File: src/rtl/vbc_defs.vh
`ifndef VBC_DEFS_VH
`define VBC_DEFS_VH

// host address map, byte addresses
`define VBC_ADDR_W          25
`define VBC_CSR_BASE        25'h0010000
`define VBC_CSR_LAST        25'h001007F
`define VBC_ID_ADDR         25'h0014000
`define VBC_IC_MCLR_ADDR    25'h0040000
`define VBC_IC_EOS_ADDR     25'h0040004
`define VBC_IMR_ADDR        25'h0041000
`define VBC_ISR_ADDR        25'h0042000
`define VBC_IPR_ADDR        25'h0043000
`define VBC_SOFT_ACK_ADDR   25'h0044000
`define VBC_ADDR_LATCH_ADDR 25'h0050000
`define VBC_DATA_LATCH_ADDR 25'h0052000
`define VBC_CLR_CUR_ADDR    25'h0062000

// control and status register layout
`define VBC_CSR_W           26
`define VBC_CSR_BIT_STEP    25'h0000004
`define VBC_CSR_BYTE3       25'h0000003
`define VBC_CSR_VAL_BIT     24
`define VBC_LANE3_ONLY      4'h8

`define VBC_BIT_INTBUF_EN   25
`define VBC_BIT_UNEQUIP     24
`define VBC_BIT_DIR_FAULT   23
`define VBC_BIT_REQ_LOCK    20
`define VBC_BIT_INH_RESV    19
`define VBC_BIT_REM_RESET   17
`define VBC_BIT_XFER_DIR    16
`define VBC_BIT_REM_ERR     15
`define VBC_BIT_BP_FAULT    14
`define VBC_BIT_INH_PAR     12
`define VBC_BIT_LVL10       8
`define VBC_BIT_DATA_PAR    6
`define VBC_BIT_ADDR_PAR    5
`define VBC_BIT_INH_ERR     4
`define VBC_BIT_ERROR       3
`define VBC_BIT_LVL15       2
`define VBC_BIT_HALT        1
`define VBC_BIT_RESET       0

// per-bit control capability masks
`define VBC_HSET_MASK       26'h381C16C
`define VBC_HCLR_MASK       26'h0000001
`define VBC_PSET_MASK       26'h01A1113
`define VBC_PCLR_MASK       26'h19BD07E
`define VBC_SRST_MASK       26'h2001010
`define VBC_IMPL_MASK       26'h39BD17F

// interrupt controller
`define VBC_IC_W            8
`define VBC_IMR_RST         8'hFF
`define VBC_ACK_NONE        8'h80

`endif
File: src/rtl/vbc_csr_cell.v
`include "vbc_defs.vh"

module vbc_csr_cell #(
    parameter [0:0] HSET    = 1'b0,
    parameter [0:0] HCLR    = 1'b0,
    parameter [0:0] PSET    = 1'b0,
    parameter [0:0] PCLR    = 1'b0,
    parameter [0:0] RST_VAL = 1'b0
) (
    // clock and reset
    input  wire clk_sys_i,
    input  wire sys_rst_i,
    // hardware events
    input  wire hw_set_i,
    input  wire hw_clr_i,
    // program write to this bit's location
    input  wire wr_i,
    input  wire wr_val_i,
    // stored bit
    output reg  bit_o
);

    always @(posedge clk_sys_i) begin
        if (sys_rst_i) begin
            bit_o <= RST_VAL;
        end else if (HSET && hw_set_i) begin
            bit_o <= 1'b1;
        end else if (HCLR && hw_clr_i) begin
            bit_o <= 1'b0;
        end else if (wr_i && wr_val_i && PSET) begin
            bit_o <= 1'b1;
        end else if (wr_i && !wr_val_i && PCLR) begin
            bit_o <= 1'b0;
        end
    end

endmodule

File: src/rtl/vbc_ctrl_status.v
`include "vbc_defs.vh"

module vbc_ctrl_status #(
    parameter [7:0] ID_CODE       = 8'hA5, // arbitrary value
    parameter [0:0] INH_RESV_INIT = 1'b1
) (
    // clock and reset
    input  wire        clk_sys_i,
    input  wire        sys_rst_i,
    // host register port
    input  wire [24:0] host_addr_i,
    input  wire        host_wr_i,
    input  wire        host_rd_i,
    input  wire [3:0]  host_be_i,
    input  wire [31:0] host_wdata_i,
    output reg  [31:0] host_rdata_o,
    output reg         host_ack_o,
    // hardware set events
    input  wire        intbuf_en_set_i,
    input  wire        unequip_err_set_i,
    input  wire        dir_fault_set_i,
    input  wire        xfer_dir_set_i,
    input  wire        remote_err_set_i,
    input  wire        bp_fault_set_i,
    input  wire        lvl10_set_i,
    input  wire        data_par_set_i,
    input  wire        addr_par_set_i,
    input  wire        error_set_i,
    input  wire        lvl15_set_i,
    // hardware clear of the reset control
    input  wire        reset_done_i,
    // remote bus interrupt requests
    input  wire [7:0]  remote_irq_i,
    // hardware loads of the latches
    input  wire        addr_latch_load_i,
    input  wire [31:0] addr_latch_val_i,
    input  wire        data_latch_load_i,
    input  wire [31:0] data_latch_val_i,
    // control and state outputs
    output wire [25:0] csr_o,
    output reg         int_req_o,
    output reg  [31:0] address_latch_o,
    output reg  [31:0] data_latch_o
);

    ////////////////////////////////////////////////////////////////////////////

    localparam [25:0] HSET_M = `VBC_HSET_MASK;
    localparam [25:0] HCLR_M = `VBC_HCLR_MASK;
    localparam [25:0] PSET_M = `VBC_PSET_MASK;
    localparam [25:0] PCLR_M = `VBC_PCLR_MASK;
    localparam [25:0] IMPL_M = `VBC_IMPL_MASK;
    localparam [25:0] SRST_M = `VBC_SRST_MASK
                             | ({25'h0, INH_RESV_INIT} << `VBC_BIT_INH_RESV);

    // write location of one status bit, byte 3 of its word
    function [24:0] csr_bit_loc;
        input integer idx;
        reg [24:0] step;
        begin
            step = idx[24:0];
            csr_bit_loc = `VBC_CSR_BASE + step * `VBC_CSR_BIT_STEP
                        + `VBC_CSR_BYTE3;
        end
    endfunction

    // lowest index set bit wins, as a one-hot mask
    function [7:0] top_prio;
        input [7:0] v;
        begin
            top_prio = v & (~v + 8'h01);
        end
    endfunction

    // index of a one-hot mask
    function [2:0] prio_idx;
        input [7:0] oh;
        integer k;
        begin
            prio_idx = 3'h0;
            for (k = 0; k < 8; k = k + 1) begin
                if (oh[k]) begin
                    prio_idx = k[2:0];
                end
            end
        end
    endfunction

    ////////////////////////////////////////////////////////////////////////////
    // control and status register

    wire [25:0] hw_set;
    wire [25:0] hw_clr;
    wire [25:0] csr_q;
    wire        csr_wr_ok;
    wire        csr_wr_val;

    assign hw_set = ({25'h0, intbuf_en_set_i}   << `VBC_BIT_INTBUF_EN)
                  | ({25'h0, unequip_err_set_i} << `VBC_BIT_UNEQUIP)
                  | ({25'h0, dir_fault_set_i}   << `VBC_BIT_DIR_FAULT)
                  | ({25'h0, xfer_dir_set_i}    << `VBC_BIT_XFER_DIR)
                  | ({25'h0, remote_err_set_i}  << `VBC_BIT_REM_ERR)
                  | ({25'h0, bp_fault_set_i}    << `VBC_BIT_BP_FAULT)
                  | ({25'h0, lvl10_set_i}       << `VBC_BIT_LVL10)
                  | ({25'h0, data_par_set_i}    << `VBC_BIT_DATA_PAR)
                  | ({25'h0, addr_par_set_i}    << `VBC_BIT_ADDR_PAR)
                  | ({25'h0, error_set_i}       << `VBC_BIT_ERROR)
                  | ({25'h0, lvl15_set_i}       << `VBC_BIT_LVL15);

    assign hw_clr = {25'h0, reset_done_i};

    // only a byte write on lane 3 may touch a status bit
    assign csr_wr_ok  = host_wr_i && (host_be_i == `VBC_LANE3_ONLY);
    assign csr_wr_val = host_wdata_i[`VBC_CSR_VAL_BIT];

    genvar g;
    generate
        for (g = 0; g < `VBC_CSR_W; g = g + 1) begin : g_csr
            if (IMPL_M[g]) begin : g_bit
                wire hit;
                // bit 25 has no write location
                assign hit = csr_wr_ok && (g != `VBC_BIT_INTBUF_EN)
                          && (host_addr_i == csr_bit_loc(g));
                vbc_csr_cell #(
                    .HSET    (HSET_M[g]),
                    .HCLR    (HCLR_M[g]),
                    .PSET    (PSET_M[g]),
                    .PCLR    (PCLR_M[g]),
                    .RST_VAL (SRST_M[g])
                ) u_cell (
                    .clk_sys_i (clk_sys_i),
                    .sys_rst_i (sys_rst_i),
                    .hw_set_i  (hw_set[g]),
                    .hw_clr_i  (hw_clr[g]),
                    .wr_i      (hit),
                    .wr_val_i  (csr_wr_val),
                    .bit_o     (csr_q[g])
                );
            end else begin : g_rsvd
                assign csr_q[g] = 1'b0;
            end
        end
    endgenerate

    assign csr_o = csr_q;

    ////////////////////////////////////////////////////////////////////////////
    // address decode

    wire wr_mclr;
    wire wr_eos;
    wire wr_imr;
    wire wr_isr;
    wire wr_ipr;
    wire wr_clr_cur;
    wire wr_addr_latch;
    wire wr_data_latch;
    wire rd_ack;

    assign wr_mclr = host_wr_i && (host_addr_i == `VBC_IC_MCLR_ADDR);
    assign wr_eos  = host_wr_i && (host_addr_i == `VBC_IC_EOS_ADDR);
    assign wr_imr  = host_wr_i && (host_addr_i == `VBC_IMR_ADDR) && host_be_i[0];
    assign wr_isr  = host_wr_i && (host_addr_i == `VBC_ISR_ADDR) && host_be_i[0];
    assign wr_ipr  = host_wr_i && (host_addr_i == `VBC_IPR_ADDR) && host_be_i[0];
    assign wr_clr_cur    = host_wr_i && (host_addr_i == `VBC_CLR_CUR_ADDR);
    assign wr_addr_latch = host_wr_i && (host_addr_i == `VBC_ADDR_LATCH_ADDR);
    assign wr_data_latch = host_wr_i && (host_addr_i == `VBC_DATA_LATCH_ADDR);
    assign rd_ack  = host_rd_i && (host_addr_i == `VBC_SOFT_ACK_ADDR);

    ////////////////////////////////////////////////////////////////////////////
    // interrupt controller

    reg  [7:0] interrupt_mask;
    reg  [7:0] interrupt_in_service;
    reg  [7:0] interrupt_pending;
    reg  [7:0] next_imr;
    reg  [7:0] next_isr;
    reg  [7:0] next_ipr;
    wire [7:0] live;
    wire [7:0] ack_oh;
    wire [7:0] isr_top;

    assign live    = interrupt_pending & ~interrupt_mask;
    assign ack_oh  = top_prio(live);
    assign isr_top = top_prio(interrupt_in_service);

    always @* begin
        next_imr = interrupt_mask;
        next_isr = interrupt_in_service;
        next_ipr = interrupt_pending;
        if (wr_mclr) begin
            next_imr = `VBC_IMR_RST;
            next_isr = 8'h00;
            next_ipr = 8'h00;
        end
        if (wr_imr) begin
            next_imr = host_wdata_i[7:0];
        end
        if (wr_isr) begin
            next_isr = host_wdata_i[7:0];
        end
        if (wr_ipr) begin
            next_ipr = host_wdata_i[7:0];
        end
        if (wr_eos) begin
            next_isr = interrupt_in_service & ~isr_top;
        end
        if (wr_clr_cur) begin
            next_ipr = interrupt_pending & ~isr_top;
        end
        if (rd_ack) begin
            next_ipr = next_ipr & ~ack_oh;
            next_isr = next_isr | ack_oh;
        end
        // a request arriving during a clear is kept
        next_ipr = next_ipr | remote_irq_i;
    end

    always @(posedge clk_sys_i) begin
        if (sys_rst_i) begin
            interrupt_mask       <= `VBC_IMR_RST;
            interrupt_in_service       <= 8'h00;
            interrupt_pending       <= 8'h00;
            int_req_o <= 1'b0;
        end else begin
            interrupt_mask       <= next_imr;
            interrupt_in_service       <= next_isr;
            interrupt_pending       <= next_ipr;
            int_req_o <= |(next_ipr & ~next_imr);
        end
    end

    ////////////////////////////////////////////////////////////////////////////
    // address and data latches

    integer b;

    always @(posedge clk_sys_i) begin
        if (sys_rst_i) begin
            address_latch_o <= 32'h00000000;
            data_latch_o    <= 32'h00000000;
        end else begin
            if (addr_latch_load_i) begin
                address_latch_o <= addr_latch_val_i;
            end else if (wr_addr_latch) begin
                for (b = 0; b < 4; b = b + 1) begin
                    if (host_be_i[b]) begin
                        address_latch_o[8*b +: 8] <= host_wdata_i[8*b +: 8];
                    end
                end
            end
            if (data_latch_load_i) begin
                data_latch_o <= data_latch_val_i;
            end else if (wr_data_latch) begin
                for (b = 0; b < 4; b = b + 1) begin
                    if (host_be_i[b]) begin
                        data_latch_o[8*b +: 8] <= host_wdata_i[8*b +: 8];
                    end
                end
            end
        end
    end

    ////////////////////////////////////////////////////////////////////////////
    // read path

    reg [31:0] next_rdata;

    always @* begin
        next_rdata = 32'h00000000;
        case (host_addr_i)
            `VBC_CSR_BASE: begin
                next_rdata = {6'h00, csr_q};
            end
            `VBC_ID_ADDR: begin
                next_rdata = {24'h000000, ID_CODE};
            end
            `VBC_IMR_ADDR: begin
                next_rdata = {24'h000000, interrupt_mask};
            end
            `VBC_ISR_ADDR: begin
                next_rdata = {24'h000000, interrupt_in_service};
            end
            `VBC_IPR_ADDR: begin
                next_rdata = {24'h000000, interrupt_pending};
            end
            `VBC_SOFT_ACK_ADDR: begin
                if (|live) begin
                    next_rdata = {29'h00000000, prio_idx(ack_oh)};
                end else begin
                    next_rdata = {24'h000000, `VBC_ACK_NONE};
                end
            end
            `VBC_ADDR_LATCH_ADDR: begin
                next_rdata = address_latch_o;
            end
            `VBC_DATA_LATCH_ADDR: begin
                next_rdata = data_latch_o;
            end
            default: begin
                next_rdata = 32'h00000000;
            end
        endcase
    end

    // every access, mapped or not, is answered next cycle
    always @(posedge clk_sys_i) begin
        if (sys_rst_i) begin
            host_rdata_o <= 32'h00000000;
            host_ack_o   <= 1'b0;
        end else begin
            host_ack_o <= host_rd_i || host_wr_i;
            if (host_rd_i) begin
                host_rdata_o <= next_rdata;
            end else begin
                host_rdata_o <= 32'h00000000;
            end
        end
    end

endmodule

File: config.mk
export PLATFORM = sky130hd
export DESIGN_NAME = vbc_ctrl_status
export DESIGN_NICKNAME = d
export VERILOG_FILES = /design/src/rtl/vbc_csr_cell.v /design/src/rtl/vbc_ctrl_status.v
export VERILOG_INCLUDE_DIRS = /design/src /design/src/rtl
export SDC_FILE = /design/constraint.sdc
export NUM_CORES = 1
export LEC_CHECK = 0
export ABC_AREA = 1
export ABC_CLOCK_PERIOD_IN_PS = 5000
export BUFFER_PORTS_ARGS = -buffer_cell sky130_fd_sc_hd__buf_2
export CAP_MARGIN = 20
export CORE_MARGIN = 1
export CORE_UTILIZATION = 35
export CTS_BUF_LIST = sky130_fd_sc_hd__clkbuf_16
export CTS_CLUSTER_SIZE = 28
export DETAILED_ROUTE_END_ITERATION = 10
export GPL_TIMING_DRIVEN = 0
export PLACE_DENSITY_LB_ADDON = 0.15
export SYNTH_ARGS = -nofsm -noshare
export SYNTH_HDL_FRONTEND = slang
export SYNTH_HIERARCHICAL = 1
export SYNTH_SLANG_ARGS = --single-unit
export TNS_END_PERCENT = 5
File: constraint.sdc
create_clock -name clk_sys_i -period 5 [get_ports clk_sys_i]
set_input_delay 0.25 -clock clk_sys_i [delete_from_list [all_inputs] [get_ports clk_sys_i]]
set_output_delay 0.25 -clock clk_sys_i [all_outputs]
set_load 0.01 [all_outputs]
==> results by stage <==
Timing:
- The max-slew violation count is 0.
- The total count of hold-check failures in the final report is 0.
- Static timing analysis puts the maximum clock frequency at 484 MHz.
- The final setup skew is 11.9 ps.
- Of the available clock period, the critical path in the final layout requires 41.4%.
- The remaining max-slew budget at the tightest pin is 39.0%.
- The actual slew at the worst max-slew pin is 915 ps.
- The setup-violating endpoint count in the final report is 0.
- For the final routed database, the setup TNS stands at 0 ps.
- Hold is met by 61.7 ps.
- Setup repair after global routing left no endpoint under its margin.
- The minimum clock period after layout is 2070 ps.

Worst setup path:
- Data arrives at the worst endpoint at 2390 ps.
- The worst setup path is captured at a flip-flop.
- The startpoint type of the worst setup path is an input pin.
- The worst setup path is of the in -> reg kind.
- Along the worst path, the maximum fanout reaches 10.
- The required time of the critical path is 5320 ps.

Clock tree:
- The tree built by TritonCTS fans out to 139 sinks.
- The number of setup buffers added after CTS is 0.
- The level count of the clock H-tree is 4.
- The post-cts resize count is 0.
- The number of clock buffers inserted by TritonCTS is 17.
- The clock transition time at the flip-flop clock pins of the worst setup and hold paths is 70 ps.
- The CTS tree is done.
- The tree is rooted in a sky130_fd_sc_hd__clkbuf_16.
- The number of hold buffers added after CTS was 0.
- The clock passes through at most 2 buffers.
- The clock latency at the later pin of the worst-skew pair is 430 ps.

GRT:
- The first-pass GRT wire length is 47.3 mm.
- The via count of the first global-routing pass was 7951.
- The pin count of the biggest net entering global routing is 20.
- The global-route total usage across every layer is 29.6%.
- The initial antenna violation count was 2.
- Global routing finished with a remaining overflow of 0.

Power and ir drop:
- The worst ir drop on vdd is 0.000227 V.
- The design draws 0.00273 W.
- The total power density per cell area is 287 nW/um^2.
- In this run the static leakage power is 4.56 nW.

Finish:
- At the end of the flow, the number of nets in the layout was 1491.
- After filler insertion, the fill cell instance count of the layout stands at 2176.
- Cells with a size suffix above 1 make up 28.1% of the layout.
- The post-synthesis to final-layout area growth is 30.9%.
- The final design area excluding fillers is 9510 sq um.

Route:
- Dividing the detail-routed via count by the number of cells gives 5.16.
- In the routed design, unresolved DRC markers number 0.
- The first TritonRoute pass finished after 5 iterations.
- After detailed routing, the average wire length per cell comes to 19.6 um.
- The first routing iteration left 583 violations.
- The final layout contains routed wiring with a total length of 31.8 mm.
- The via count is 8386.
- The number of nets with antenna violations after routing is 0.

Synthesis:
- Yosys attributes the largest share of cell area to sky130_fd_sc_hd__dfxtp_1, sky130_fd_sc_hd__nand2_1, sky130_fd_sc_hd__inv_1, sky130_fd_sc_hd__nor2_1, sky130_fd_sc_hd__a22oi_1.
- After technology mapping, the gate count stands at 1050.
- The synthesized area per cell is 6.92 sq um.
- The number of flops mapped to enable cells by yosys is 0.
- The share of synthesized area in the top cell type comes to 38.3%.
- After synthesis, the share of flip-flops with an asynchronous set or reset is 0%.
- The number of synthesized register bits is 139.
- The netlist area before placement is 7260 sq um.
- The count of cell types in the netlist is 40.
- The number of warnings issued by yosys is 6.
- Summed over all instances, the cell type with the most area after synthesis is sky130_fd_sc_hd__dfxtp_1.
- The most frequently used cell type in the post-synthesis netlist is sky130_fd_sc_hd__nand2_1.
- The dominant synthesized flop cell is sky130_fd_sc_hd__dfxtp_1.
- Summing the sequential cell areas from Yosys gives 38.3% of the chip area.
- The commonest cells after synthesis are sky130_fd_sc_hd__nand2_1, sky130_fd_sc_hd__dfxtp_1, sky130_fd_sc_hd__inv_1, sky130_fd_sc_hd__nor2_1, sky130_fd_sc_hd__a21oi_1.

Place:
- After detailed placement, the total cell area comes to 8950 sq um.
- The estimated wirelength of the detail-placed design is 25.0 mm.
- In this run the tool buffered the top-level ports with 264 buffer cells.
- The last weighted congestion value of the routability-driven placer is 0.914.

Floorplanning:
- Pin placement for this block handled 275 I/O pins.
- The cell row count is 52.
- The height of the die is 146 um.
- For this configuration, the core starts out at a cell density of 35.8%.
- The region available for standard cell placement spans 20300 sq um.
- The horizontal extent of the die is 146 um.
- The total die area is 21300 sq um.

Run status:
- The flow ran to the end, and the final reports show no timing, DRC or antenna violations.

Worst hold path:
- In this run the worst hold path is classified as in -> reg.

Flow run:
- The number of maximum-capacitance violations is 0.
==> layout make-up <==
cell class | count | area [sq um] | area share (%)
multi-input combinational | 730 | 3740 | 39.3
sequential | 139 | 2780 | 29.3
timing repair buffer | 264 | 1320 | 13.9
inverter | 146 | 548 | 5.76
clock buffer | 17 | 425 | 4.47
tap | 270 | 338 | 3.55
buffer | 42 | 223 | 2.34
clock inverter | 15 | 130 | 1.37
antenna | 2 | 5.00 | 0.0526
==> cell usage in the layout, fill, tap and decap left out, drive strengths merged, types with 2 or more instances in the layout <==
cell        n
o211ai      8
clkbuf     38
o22ai       4
dfxtp     139
nand3b      2
nand2     250
o221ai      5
a21oi      75
diode       2
a221oi      6
a22oi      52
nand3      53
nand4      12
a211oi      5
a31oi      22
nor3       32
clkinv      3
conb        9
nor2      133
o31ai       4
o21ai      50
inv       153
clkinvlp    5
nor4        3
buf       285
a41oi       2
==> where the power goes <==
part	total, W	switching [W]	leakage (nW)	internal (W)
registers	0.00119	0.0000444	1.14	0.00115
clock network	0.00122	0.000570	0.256	0.000650
logic	0.000316	0.000195	3.17	0.000121
total	0.00273	0.000809	4.56	0.00192
==> per-layer routing <==
layer | global-route usage [%] | share of wire [%] | vias up
met3 | 5.97 | 8.2 | 59
met2 | 50.0 | 48 | 421
li1 | - | - | 4057
met1 | 37.3 | 41 | 3849
met4 | 11.1 | 2.8 | 0
met5 | 0 | 0 | -
==> cell families after synthesis <==
logic type	after synthesis	synth area share [%]
buffers and inverters	188	10.6
AOI/OAI and AO/OA	234	20.3
other	2	0.103
and+or+nand+nor	487	30.7
DFF	139	38.3
==> critical path: stages <==
cell	delay (ps)
sky130_fd_sc_hd__buf_2	90
sky130_fd_sc_hd__nor2_1	90
sky130_fd_sc_hd__nand2_1	200
sky130_fd_sc_hd__nor2_2	250
sky130_fd_sc_hd__nand2_2	180
sky130_fd_sc_hd__nor2_4	310
sky130_fd_sc_hd__clkbuf_1	540
sky130_fd_sc_hd__a22oi_1	150
sky130_fd_sc_hd__a21oi_1	310
==> registers in the layout (all words and copies together), names as in the netlist <==
register / count
address_latch_o: 32
host_ack_o: 1
int_req_o: 1
interrupt_mask: 8
host_rdata_o: 32
g_csr.g_bit.u_cell/bit_o: 17
interrupt_pending: 8
interrupt_in_service: 8
data_latch_o: 32
==> path summary, 6_finish.rpt <==
kind                                     startpoint  cells after the start  slack [ps]                     endpoint
worst min-delay path                   reset_done_i                      4          60  g_csr[0].g_bit.u_cell/bit_o
worst min register to register  address_latch_o[16]                      2         480             host_rdata_o[16]
worst max-delay path                 host_addr_i[9]                      9        2930             host_rdata_o[20]
worst max register to register    interrupt_mask[0]                     15        2950                    int_req_o
==> metrics by stage <==
stage          util (%)  worst slack [ps]  std cells
5_1_grt            46.8              2600       1625
4_1_cts            46.8              2920       1623
3_3_place_gp       44.1              2490       1591
3_5_place_dp       44.1              2480       1591
2_1_floorplan         -              3220       1057
6_report           46.8              2930       1625
Power figures use the tool's default switching activity.
